### src/sec_consts.svh
// Constants of the serial EEPROM command and protection block.
// Assumes it is included by bare name from the package and the design file.
`ifndef SEC_CONSTS_SVH
`define SEC_CONSTS_SVH

`define SEC_OP_MASK 8'hf7
`define SEC_OP_SET_WEL 8'h06
`define SEC_OP_CLEAR_WEL 8'h04
`define SEC_OP_FETCH_STATE 8'h05
`define SEC_OP_STORE_STATE 8'h01
`define SEC_OP_READ 8'h03
`define SEC_OP_WRITE 8'h02

`define SEC_ST_BUSY 0
`define SEC_ST_WEL 1
`define SEC_ST_GUARD_LO 2
`define SEC_ST_GUARD_HI 3
`define SEC_ST_PIN_LOCK 7
`define SEC_ST_ALL_ONES 8'hff

`define SEC_ARRAY_AW 13
`define SEC_PAGE_AW 5
`define SEC_PAGE_BYTES 32
`define SEC_FIFO_DEPTH 4
`define SEC_FIFO_W 21

`define SEC_CLK_KHZ 25000
`define SEC_T_WC_MS 5
`define SEC_T_WC_CYC (`SEC_T_WC_MS * `SEC_CLK_KHZ)
`define SEC_TIMER_W 17

`endif

### src/sec_pkg.sv
// Types of the serial EEPROM command and protection block.
// Assumes sec_consts.svh is on the include path.
`include "sec_consts.svh"

package sec_pkg;

   typedef enum logic [2:0] {
      SEC_IDLE,
      SEC_ADDR_HI,
      SEC_ADDR_LO,
      SEC_RD_DATA,
      SEC_WR_DATA,
      SEC_STAT_RD,
      SEC_STAT_WR,
      SEC_QUIET
   } sec_state_t;

   typedef struct packed {
      logic selS1;
      logic selS2;
      logic selPrev;
      logic sckS1;
      logic sckS2;
      logic sckPrev;
      logic siS1;
      logic siS2;
      logic wpLowS1;
      logic wpLowS2;
      logic holdLowS1;
      logic holdLowS2;
      logic paused;
      sec_state_t state;
      logic [2:0] bitCnt;
      logic [7:0] shift;
      logic [15:0] addr;
      logic isWrite;
      logic atBoundary;
      logic wel;
      logic pinLock;
      logic [1:0] guard;
      logic [7:0] pendStat;
      logic statGot;
      logic statPend;
      logic busy;
      logic [`SEC_TIMER_W-1:0] timer;
      logic [`SEC_PAGE_BYTES-1:0][7:0] pageBuf;
      logic [`SEC_PAGE_BYTES-1:0] pageMask;
      logic [`SEC_ARRAY_AW-`SEC_PAGE_AW-1:0] pageBase;
      logic draining;
      logic [`SEC_PAGE_AW-1:0] drainIdx;
      logic [7:0] outShift;
      logic soBit;
      logic soDrive;
      logic [`SEC_ARRAY_AW-1:0] rdAddr;
   } sec_core_t;

endpackage

### src/sec_eeprom_ctrl.sv
// Command decoder, status register and write protection of an SPI serial EEPROM, plus its write FIFO.
// Assumes every SPI pin is asynchronous to clk and that the array answers memRdAddr within one clk.
//
// Overview of operation
// - Selection starts a transaction; everything shifts eight bits, MSB first.
// - Opcode 0000x110 sets the write latch, 0000x100 clears it.
// - Opcode 0000x101 reads status, 0000x001 writes status.
// - Opcode 0000x011 reads the array, 0000x010 writes it.
// - Write latch is clear after reset; it must be set before programming.
// - Clearing the latch stops all programming regardless of the guard pin.
// - Status bit 1 shows the write latch.
// - Status bit 0 shows a running write cycle.
// - Bits 4 to 6 read zero when ready, and the whole byte reads all ones during a write cycle; bit 7 is pin lock, bits 3:2 guard.
// - Guard 00 none, 01 top quarter, 10 top half, 11 whole array.
// - Guard and pin lock bits change only after a full write cycle.
// - Guard pin low with pin lock set rejects every status write.
// - Pin lock stays set while hardware protection holds.
// - Guarded addresses never program; others only with the latch set.
// - Read: opcode, 16-bit address, then data out MSB first.
// - Reads advance the address per byte and wrap to zero.
// - During a write cycle only the status read is accepted.
// - Write: opcode, address, data; deselect after a whole byte starts programming.
// - Page writes step the low five address bits only and wrap.
// - Completion of a write cycle clears the write latch.
// - A write without the latch is dropped at deselect.
// - Unknown opcodes leave the device quiet until next selection.
// - Deselected, input is ignored and the output floats.
// - Hold low during clock low pauses the sequence; high resumes it.
`timescale 1ns/1ns
`include "sec_consts.svh"

module sec_fifo #(
   parameter int WIDTH = `SEC_FIFO_W,
   parameter int DEPTH = `SEC_FIFO_DEPTH
) (
   input wire logic clk,
   input wire logic rst_b,
   input wire logic inValid,
   output logic inReady,
   input wire logic [WIDTH-1:0] inData,
   output logic outValid,
   input wire logic outReady,
   output logic [WIDTH-1:0] outData
);
   localparam int PW = $clog2(DEPTH);

   typedef struct packed {
      logic [DEPTH-1:0][WIDTH-1:0] mem;
      logic [PW-1:0] wrPtr;
      logic [PW-1:0] rdPtr;
      logic [PW:0] count;
   } sec_fifo_st_t;

   sec_fifo_st_t q, d;
   logic push;
   logic pop;

   assign inReady = (q.count != (PW+1)'(DEPTH));
   assign outValid = (q.count != '0);
   assign outData = q.mem[q.rdPtr];
   assign push = inValid & inReady;
   assign pop = outValid & outReady;

   always_comb begin
      d = q;
      if (push) begin
         d.mem[q.wrPtr] = inData;
         d.wrPtr = (q.wrPtr == PW'(DEPTH - 1)) ? '0 : q.wrPtr + PW'(1);
      end
      if (pop) begin
         d.rdPtr = (q.rdPtr == PW'(DEPTH - 1)) ? '0 : q.rdPtr + PW'(1);
      end
      d.count = q.count + (PW+1)'(push) - (PW+1)'(pop);
   end

   always_ff @(posedge clk or negedge rst_b) begin
      if (!rst_b) begin
         q <= '0;
      end else begin
         q <= d;
      end
   end
endmodule // sec_fifo

module sec_eeprom_ctrl #(
   parameter logic [`SEC_TIMER_W-1:0] WRITE_CYCLE_CYC = `SEC_TIMER_W'(`SEC_T_WC_CYC)
) (
   input wire logic clk,
   input wire logic rst_b,
   input wire logic cs_b,
   input wire logic sck,
   input wire logic si,
   input wire logic wp_b,
   input wire logic hold_b,
   output logic soOut,
   output logic soOe_b,
   output logic [`SEC_ARRAY_AW-1:0] memRdAddr,
   input wire logic [7:0] memRdData,
   output logic memWrValid,
   input wire logic memWrReady,
   output logic [`SEC_ARRAY_AW-1:0] memWrAddr,
   output logic [7:0] memWrData
);
   sec_pkg::sec_core_t q, d;
   logic sckRise;
   logic sckFall;
   logic csRise;
   logic byteDone;
   logic hwProt;
   logic [7:0] inByte;
   logic [7:0] statusByte;
   logic [7:0] loadByte;
   logic drainValid;
   logic drainReady;
   logic drainPush;
   logic [`SEC_FIFO_W-1:0] drainWord;
   logic [`SEC_FIFO_W-1:0] memWord;

   function automatic logic sec_op_is(input logic [7:0] op, input logic [7:0] code);
      return (op & `SEC_OP_MASK) == code;
   endfunction

   // The array is sized for the largest member, so the guarded regions are fixed fractions of 8K.
   function automatic logic sec_guarded(input logic [`SEC_ARRAY_AW-1:0] a, input logic [1:0] g);
      logic hit;
      hit = 1'b0;
      unique case (g)
         2'b00: hit = 1'b0;
         2'b01: hit = (a[`SEC_ARRAY_AW-1:`SEC_ARRAY_AW-2] == 2'b11);
         2'b10: hit = a[`SEC_ARRAY_AW-1];
         2'b11: hit = 1'b1;
      endcase
      return hit;
   endfunction

   // Edges are only honoured while selected and not paused by the hold pin.
   assign sckRise = q.sckS2 & ~q.sckPrev & q.selS2 & ~q.paused;
   assign sckFall = ~q.sckS2 & q.sckPrev & q.selS2 & ~q.paused;
   assign csRise = ~q.selS2 & q.selPrev;
   assign inByte = {q.shift[6:0], q.siS2};
   assign byteDone = sckRise & (q.bitCnt == 3'h7);
   assign hwProt = q.wpLowS2 & q.pinLock;
   assign statusByte = q.busy ? `SEC_ST_ALL_ONES : {q.pinLock, 3'h0, q.guard, q.wel, 1'b0};
   assign loadByte = (q.state == sec_pkg::SEC_RD_DATA) ? memRdData : statusByte;
   assign drainValid = q.draining & q.pageMask[q.drainIdx];
   assign drainPush = drainValid & drainReady;
   assign drainWord = {q.pageBase, q.drainIdx, q.pageBuf[q.drainIdx]};

   assign soOut = q.soBit;
   assign soOe_b = ~(q.soDrive & q.selS2 & ~q.paused);
   assign memRdAddr = q.rdAddr;
   assign memWrAddr = memWord[`SEC_FIFO_W-1:8];
   assign memWrData = memWord[7:0];

   always_comb begin
      d = q;
      d.selS1 = ~cs_b;
      d.selS2 = q.selS1;
      d.selPrev = q.selS2;
      d.sckS1 = sck;
      d.sckS2 = q.sckS1;
      d.sckPrev = q.sckS2;
      d.siS1 = si;
      d.siS2 = q.siS1;
      d.wpLowS1 = ~wp_b;
      d.wpLowS2 = q.wpLowS1;
      d.holdLowS1 = ~hold_b;
      d.holdLowS2 = q.holdLowS1;

      if (!q.selS2) begin
         d.paused = 1'b0;
      end else if (!q.sckS2) begin
         d.paused = q.holdLowS2;
      end

      if (!q.selS2) begin
         // Deselect returns to opcode reception, so the next selection restarts cleanly.
         d.state = sec_pkg::SEC_IDLE;
         d.bitCnt = 3'h0;
         d.soDrive = 1'b0;
         d.statGot = 1'b0;
         d.atBoundary = 1'b0;
         if (csRise && q.atBoundary && q.wel) begin
            if (q.state == sec_pkg::SEC_WR_DATA && q.pageMask != '0) begin
               d.busy = 1'b1;
               d.draining = 1'b1;
               d.drainIdx = '0;
               d.timer = WRITE_CYCLE_CYC;
            end else if (q.state == sec_pkg::SEC_STAT_WR && q.statGot && !hwProt) begin
               d.busy = 1'b1;
               d.statPend = 1'b1;
               d.timer = WRITE_CYCLE_CYC;
            end
         end
      end

      if (sckRise) begin
         d.shift = inByte;
         d.bitCnt = q.bitCnt + 3'h1;
         d.atBoundary = 1'b0;
         if (byteDone) begin
            d.atBoundary = 1'b1;
            unique case (q.state)
               sec_pkg::SEC_IDLE: begin
                  if (q.busy && !sec_op_is(inByte, `SEC_OP_FETCH_STATE)) begin
                     d.state = sec_pkg::SEC_QUIET;
                  end else if (sec_op_is(inByte, `SEC_OP_SET_WEL)) begin
                     d.wel = 1'b1;
                     d.state = sec_pkg::SEC_QUIET;
                  end else if (sec_op_is(inByte, `SEC_OP_CLEAR_WEL)) begin
                     d.wel = 1'b0;
                     d.state = sec_pkg::SEC_QUIET;
                  end else if (sec_op_is(inByte, `SEC_OP_FETCH_STATE)) begin
                     d.state = sec_pkg::SEC_STAT_RD;
                  end else if (sec_op_is(inByte, `SEC_OP_STORE_STATE)) begin
                     d.state = sec_pkg::SEC_STAT_WR;
                  end else if (sec_op_is(inByte, `SEC_OP_READ)) begin
                     d.isWrite = 1'b0;
                     d.state = sec_pkg::SEC_ADDR_HI;
                  end else if (sec_op_is(inByte, `SEC_OP_WRITE)) begin
                     d.isWrite = 1'b1;
                     d.state = sec_pkg::SEC_ADDR_HI;
                  end else begin
                     d.state = sec_pkg::SEC_QUIET;
                  end
               end
               sec_pkg::SEC_ADDR_HI: begin
                  d.addr[15:8] = inByte;
                  d.state = sec_pkg::SEC_ADDR_LO;
               end
               sec_pkg::SEC_ADDR_LO: begin
                  d.addr[7:0] = inByte;
                  // The upper address bits beyond the array are dropped here.
                  d.rdAddr = {q.addr[`SEC_ARRAY_AW-1:8], inByte};
                  d.pageMask = '0;
                  d.state = q.isWrite ? sec_pkg::SEC_WR_DATA : sec_pkg::SEC_RD_DATA;
               end
               sec_pkg::SEC_WR_DATA: begin
                  if (q.wel && !sec_guarded(q.addr[`SEC_ARRAY_AW-1:0], q.guard)) begin
                     d.pageBuf[q.addr[`SEC_PAGE_AW-1:0]] = inByte;
                     d.pageMask[q.addr[`SEC_PAGE_AW-1:0]] = 1'b1;
                  end
                  d.pageBase = q.addr[`SEC_ARRAY_AW-1:`SEC_PAGE_AW];
                  d.addr[`SEC_PAGE_AW-1:0] = q.addr[`SEC_PAGE_AW-1:0] + 5'h01;
               end
               sec_pkg::SEC_STAT_WR: begin
                  d.pendStat = inByte;
                  d.statGot = 1'b1;
               end
               default: begin
               end
            endcase
         end
      end

      if (sckFall && (q.state == sec_pkg::SEC_RD_DATA || q.state == sec_pkg::SEC_STAT_RD)) begin
         if (q.bitCnt == 3'h0) begin
            d.soBit = loadByte[7];
            d.outShift = {loadByte[6:0], 1'b0};
            d.soDrive = 1'b1;
            if (q.state == sec_pkg::SEC_RD_DATA) begin
               d.rdAddr = q.rdAddr + 13'h0001;
            end
         end else begin
            d.soBit = q.outShift[7];
            d.outShift = {q.outShift[6:0], 1'b0};
         end
      end

      if (q.draining && (!q.pageMask[q.drainIdx] || drainReady)) begin
         d.pageMask[q.drainIdx] = 1'b0;
         d.drainIdx = q.drainIdx + 5'h01;
         if (q.drainIdx == 5'h1f) begin
            d.draining = 1'b0;
         end
      end

      if (q.busy && q.timer != '0) begin
         d.timer = q.timer - 17'h00001;
      end

      // The cycle ends only after the timer and the array have both finished.
      if (q.busy && !q.draining && q.timer == '0 && !memWrValid) begin
         d.busy = 1'b0;
         d.wel = 1'b0;
         if (q.statPend) begin
            d.statPend = 1'b0;
            d.guard = q.pendStat[`SEC_ST_GUARD_HI:`SEC_ST_GUARD_LO];
            d.pinLock = q.pendStat[`SEC_ST_PIN_LOCK];
         end
      end
   end

   always_ff @(posedge clk or negedge rst_b) begin
      if (!rst_b) begin
         q <= '0;
      end else begin
         q <= d;
      end
   end

   sec_fifo #(
      .WIDTH(`SEC_FIFO_W),
      .DEPTH(`SEC_FIFO_DEPTH)
   ) u_wr_fifo (
      .clk(clk),
      .rst_b(rst_b),
      .inValid(drainValid),
      .inReady(drainReady),
      .inData(drainWord),
      .outValid(memWrValid),
      .outReady(memWrReady),
      .outData(memWord)
   );
endmodule // sec_eeprom_ctrl

### config.mk
export PLATFORM = sky130hd
export DESIGN_NAME = sec_eeprom_ctrl
export DESIGN_NICKNAME = d
export VERILOG_FILES = /design/src/sec_pkg.sv /design/src/sec_eeprom_ctrl.sv
export VERILOG_INCLUDE_DIRS = /design/src /design/src/src
export SDC_FILE = /design/constraint.sdc
export NUM_CORES = 1
export LEC_CHECK = 0
export BUFFER_PORTS_ARGS = -buffer_cell sky130_fd_sc_hd__buf_4
export CORE_UTILIZATION = 65
export DETAILED_ROUTE_END_ITERATION = 10
export PLACE_DENSITY = 0.85
export SYNTH_ARGS = -nofsm -noshare
export SYNTH_HDL_FRONTEND = slang
export SYNTH_SLANG_ARGS = --single-unit
### constraint.sdc
create_clock -name clk -period 4.45 [get_ports clk]
set_input_delay 0.445 -clock clk [delete_from_list [all_inputs] [get_ports clk]]
set_output_delay 0.445 -clock clk [all_outputs]
set_load 0.1 [all_outputs]
-- Word-level counts from Yosys, hierarchy flattened
Cells that the tools add are included.
- register bits after elaboration: 493
- input port bits: 16
- output and inout bits: 37
- logic and storage cells: 291
- add/subtract/negate cells: 9
- $lt $le $gt $ge: 7
- equal/unequal tests: 27
- muxes and demuxes: 87
- bitwise operators: 30
- reduce and logical (&&, ||, !) cells: 55
- operators with widths (cell ; number):
    2-to-1 mux 288 bit ; 1
    bitwise mux 256 bit ; 1
    bitwise mux 84 bit ; 1
    2-to-1 mux 40 bit ; 2
    one-hot mux 32 bit (2 select lines) ; 1
    2-to-1 mux 19 bit ; 3
    2-to-1 mux 13 bit ; 4
    2-to-1 mux 8 bit ; 6
    binary-select mux 21 bit (select 2 bit) ; 1
    demux 21 bit (select 2 bit) ; 1
    2-to-1 mux 21 bit ; 2
    binary-select mux 8 bit (select 5 bit) ; 1
    demux 8 bit (select 5 bit) ; 1
    2-to-1 mux 3 bit ; 11
    2-to-1 mux 33 bit ; 1
    bitwise AND 32 bit ; 1
    2-to-1 mux 32 bit ; 1
    NOT 32 bit ; 1
    bitwise OR 32 bit ; 1
    nonzero test 32 bit ; 1
    2-to-1 mux 6 bit ; 5
    2-to-1 mux 1 bit ; 28
    2-to-1 mux 14 bit ; 2
    AND reduction 3 bit ; 8
    other kinds (49) ; 130

-- Longest topological paths before layout
- depth after elaboration: 15
- mapped depth: 10
- mapped depth without buffers: 8

-- Cells and area by module
A second synthesis with hierarchy kept.
- cell total of the unflattened synthesis: 1644
- area, all modules: 22885.7 µm²
- modules (own cells, without submodules) (module ; instances ; cells an instance ; area an instance (µm²) ; sequential area each (µm²)):
    sec_eeprom_ctrl ; 1 ; 1404 ; 18427.7 ; 9809.4
    sec_fifo ; 1 ; 240 ; 4458.0 ; 2277.2

-- Least setup slack after synthesis
Ideal clock, no wire load.
- path kind: reg-to-reg
- from: reg u_wr_fifo.q[1] in the netlist's numbering
- to: reg u_wr_fifo.q[2] in the netlist's numbering
- library setup time: 0.123 ns
- data arrival time: 2.477 ns
- data required time: 4.327 ns
- slack: 1.850 ns
- stages on the path, launching flop included: 9
- buffers on the path: 0
- clock period less this slack: 2.600 ns
- cells stage by stage: dfrtp_1 or3_1 nand2_1 inv_1 ha_1 inv_1 ha_1 fa_1 xnor2_1
- RTL lines (what ; RTL line ; text):
    start, declared ; sec_eeprom_ctrl.sv:54 ; sec_fifo_st_t q, d;
    start signal, assigned ; sec_eeprom_ctrl.sv:78 ; q <= '0;
    start signal, assigned ; sec_eeprom_ctrl.sv:80 ; q <= d;

-- Worst setup path after layout
- from: reg q (netlist bit drainWord[9])
- to: reg u_wr_fifo.q[12] in the netlist's numbering
- longest elaborated chain between the ends: 4
- elaborated cells on any way between the ends: 7
- those cells by class: mux: 5; bitwise: 2
- RTL lines (what ; RTL line ; text):
    start, declared ; sec_eeprom_ctrl.sv:104 ; sec_pkg::sec_core_t q, d;
    start signal, assigned ; sec_eeprom_ctrl.sv:296 ; q <= '0;
    start signal, assigned ; sec_eeprom_ctrl.sv:298 ; q <= d;
    binary-select mux 1 bit (select 5 bit) ; sec_eeprom_ctrl.sv:145 ; assign drainValid = q.draining & q.pageMask[q.drainIdx];
    2-to-1 mux 1 bit (implied by the code) ; sec_eeprom_ctrl.sv:145 ;
    bitwise AND 1 bit ; sec_eeprom_ctrl.sv:145 ;
    bitwise AND 1 bit ; sec_eeprom_ctrl.sv:61 ; assign push = inValid & inReady;
    net u_wr_fifo.push ; sec_eeprom_ctrl.sv:55 ; logic push;
The timed path passes the listed nets, and every way through them passes these cells. The select of a mux whose other input is x is not followed.
A chain may end at the register's enable or synchronous reset.

==> impl_metrics.ini <==
[floorplan]
rows = 67
start_util_pct = 66.3
fp.dieH_um = 187
io_pins = 53
design.die.area_um2 = 35100
die_x_um = 187
core_um2 = 33700

[global_route]
grt_max_degree = 166
grt_pass1_wl_um = 80700
grt_pass1_vias = 14673
grtUsageTotal_pct = 29.4
grt-ovfl-total = 0
grt_antenna_before_repair = 0

[clock_tree]
clock_path_buffers = 3
cts.htree.levels = 2
cts_made_buffers = 49
clkSinkCount = 483
root_buffer = clkbuf_16
hold_buffers = 3
cts_tree = yes
cts_resized = 0
clk_latency_ns = 0.56
clk_pin_slew_ns = 0.06
cts_setup_buffers = 0

[worst_setup_path]
critPathLaunch = drainWord[9]
start_kind = register
worst_ep_required_time_ns = 4.89
reg2reg_to = u_wr_fifo.q[12]
critPathCaptureType = register
r2r_slack_ns = 1.09
worst_ep_arrival_time_ns = 3.81
r2r_start = drainWord[9]
reg2reg_depth = 7
worstPathMaxFanout = 30
path_class = register to register

[logic_synthesis]
synth-edff-count = 0
netlist-cell-type-count = 66
synth_most_common_cell = dfrtp_1
yosysSeqAreaShare_pct = 54.1
syn_avg_cell_area_um2 = 13.5
ys_seq_elements = 483
async_flop_share_pct = 100
syn_inst = 1657
synthFlopType = dfrtp_1
synth_area_leaders = dfrtp_1, mux2_2, mux4_2
syn-num-nets = 1696
yosys-top-cells-count = dfrtp_1, mux2_2, nand2_1
synth_top_area_share_pct = 54.1
syn_area_um2 = 22300
yosysWarnings = 0
synth_top_area_cell = dfrtp_1

[sta]
finalMaxSlewViolations = 0
skew_ns = 0.0173
relSlewSlack_pct = 30.8
clock.fmax_mhz = 297
tns_ns = 0
rsz0062_at_grt = no
setup_violations = 0
hold_viol = 0
period_share_pct = 75.6
min_period_ns = 3.36
holdWs_ns = 0.0320
worst_pin_slew_ns = 1.03

[finish]
fillers = 2057
nNetsFinal = 1704
utilization_pct = 72.8
drive_above_1_share_pct = 37.2
area_growth_syn_to_layout_pct = 9.79
diodes = 0
final_area_um2 = 24500

[worst_hold_path]
hp-class = input pin to register
holdCritStartpoint = cs_b
hold-path-endpoint = d[400]
whs_path_depth = 2

[pwr]
p_leak_nw = 11.6
ir_worst_vdd_mv = 0.345
switching_power_mw = 2.17
clkPwrFrac_pct = 43.4
p_int_mw = 6.94
p_seq_share_pct = 50.0
power_mw = 9.11
swShare_pct = 23.8
pwr_density_cell_nw_per_um2 = 371
combPwrFrac_pct = 6.7

[placement]
gp_congestion = 0.998
place_area_um2 = 23000
io_buffers = 52
dp_hpwl_um = 31700

[routing]
drtIter0Drc = 1244
routed_wl_um = 50200
dr.pass1.iters = 5
wl_per_cell_um = 23.4
drtAntennaViolNets = 0
vias = 14209
drc = 0
vias_per_cell = 6.62

[status]
status = finished clean

[run]
maxCapViolCount = 0
-- layer usage --
layer | share of wire (%) | up-vias | track usage, %
li1 | - | 6117 | -
met1 | 41 | 7438 | 40.0
met2 | 49 | 533 | 48.0
met3 | 6.8 | 121 | 6.06
met4 | 2.9 | 0 | 9.41
met5 | 0 | - | 0
-- final cells by class --
class | instances | area [µm²] | share of cell area [%]
Sequential cell | 483 | 12100 | 49.3
Multi-Input combinational cell | 1021 | 9560 | 39.0
Clock buffer | 79 | 1510 | 6.16
Timing Repair Buffer | 82 | 668 | 2.72
Tap cell | 448 | 561 | 2.28
Inverter | 28 | 105 | 0.428
Clock inverter | 5 | 32.5 | 0.133
-- per-stage QoR --
| step | instances | setup slack (ns) |
|---|---|---|
| final | 2146 | 1.09 |
| after global routing | 2146 | 0.917 |
| after CTS | 2146 | 1.10 |
| after detailed placement | 2059 | 1.11 |
| after global placement | 2059 | 1.15 |
| after floorplan | 1657 | 1.85 |
-- power by group through the flow --
stage | Sequential (mW) | Combinational [mW] | Clock, mW
floorplan | 4.54 | 0.421 | 0
global placement | 4.63 | 0.585 | 0
detailed placement | 4.63 | 0.603 | 0
CTS | 4.55 | 0.615 | 4.00
global route | 4.56 | 0.666 | 4.17
finish | 4.55 | 0.606 | 3.95
-- state kept, by name (all words and copies together) (netlist names) --
signal       count
inByte           8
u_wr_fifo.q     91
q              350
soOut            1
memRdAddr       13
d                7
drainWord       13
-- critical path: stages (launching register included) --
cell and delay (ns):
dfrtp_4 0.74, buf_4 0.38, mux2i_1 0.24, o32ai_1 0.10
nor4_1 0.58, a211oi_4 0.24, nand2_2 0.53, mux2_2 0.41
-- cell families (layout without fill, tap and decap cells) --
logic type,after synthesis,in the layout,share of synthesized area [%]
flip-flops,483,483,54.1
multiplexers,473,473,28.1
AND/OR/NAND/NOR,324,324,7.43
AO/OA/AOI/OAI,197,197,5.71
buffers and inverters,153,194,3.15
adder cells (fa/ha/maj),23,23,1.32
XOR/XNOR,4,4,0.157
-- worst max-delay path by stage --
stage | endpoint | slack, ns | cells past startpoint
after floorplan | u_wr_fifo.q[2] | 1.85 | 8
after global placement | u_wr_fifo.q[17] | 1.15 | 6
after detailed placement | u_wr_fifo.q[17] | 1.11 | 6
after CTS | u_wr_fifo.q[17] | 1.10 | 6
after global routing | u_wr_fifo.q[17] | 0.92 | 6
final | u_wr_fifo.q[12] | 1.09 | 7
-- placed cells by master, fill, tap and decap left out, types with 4 or more instances in the layout --
cell and count:
nor2b_1 6, nand2_1 132, clkbuf_8 13, nor3_2 12
mux2_2 361, mux2i_1 22, nand2b_1 6, clkbuf_16 51
nor4_1 17, nand2_2 4, nand4_1 16, a32oi_1 16
a21oi_1 49, a22oi_1 33, dfrtp_1 481, a211oi_1 6
ha_1 22, nand3_1 18, o31ai_1 4, o22ai_1 4
nor3b_2 5, inv_1 28, mux4_2 88, clkbuf_1 15
nor3_1 26, o21ai_0 37, nor2_1 47, nor3b_1 4
nand3b_1 7, a31oi_1 24, and3_1 5, buf_4 75
No activity file was read; power rests on OpenSTA's default activity.
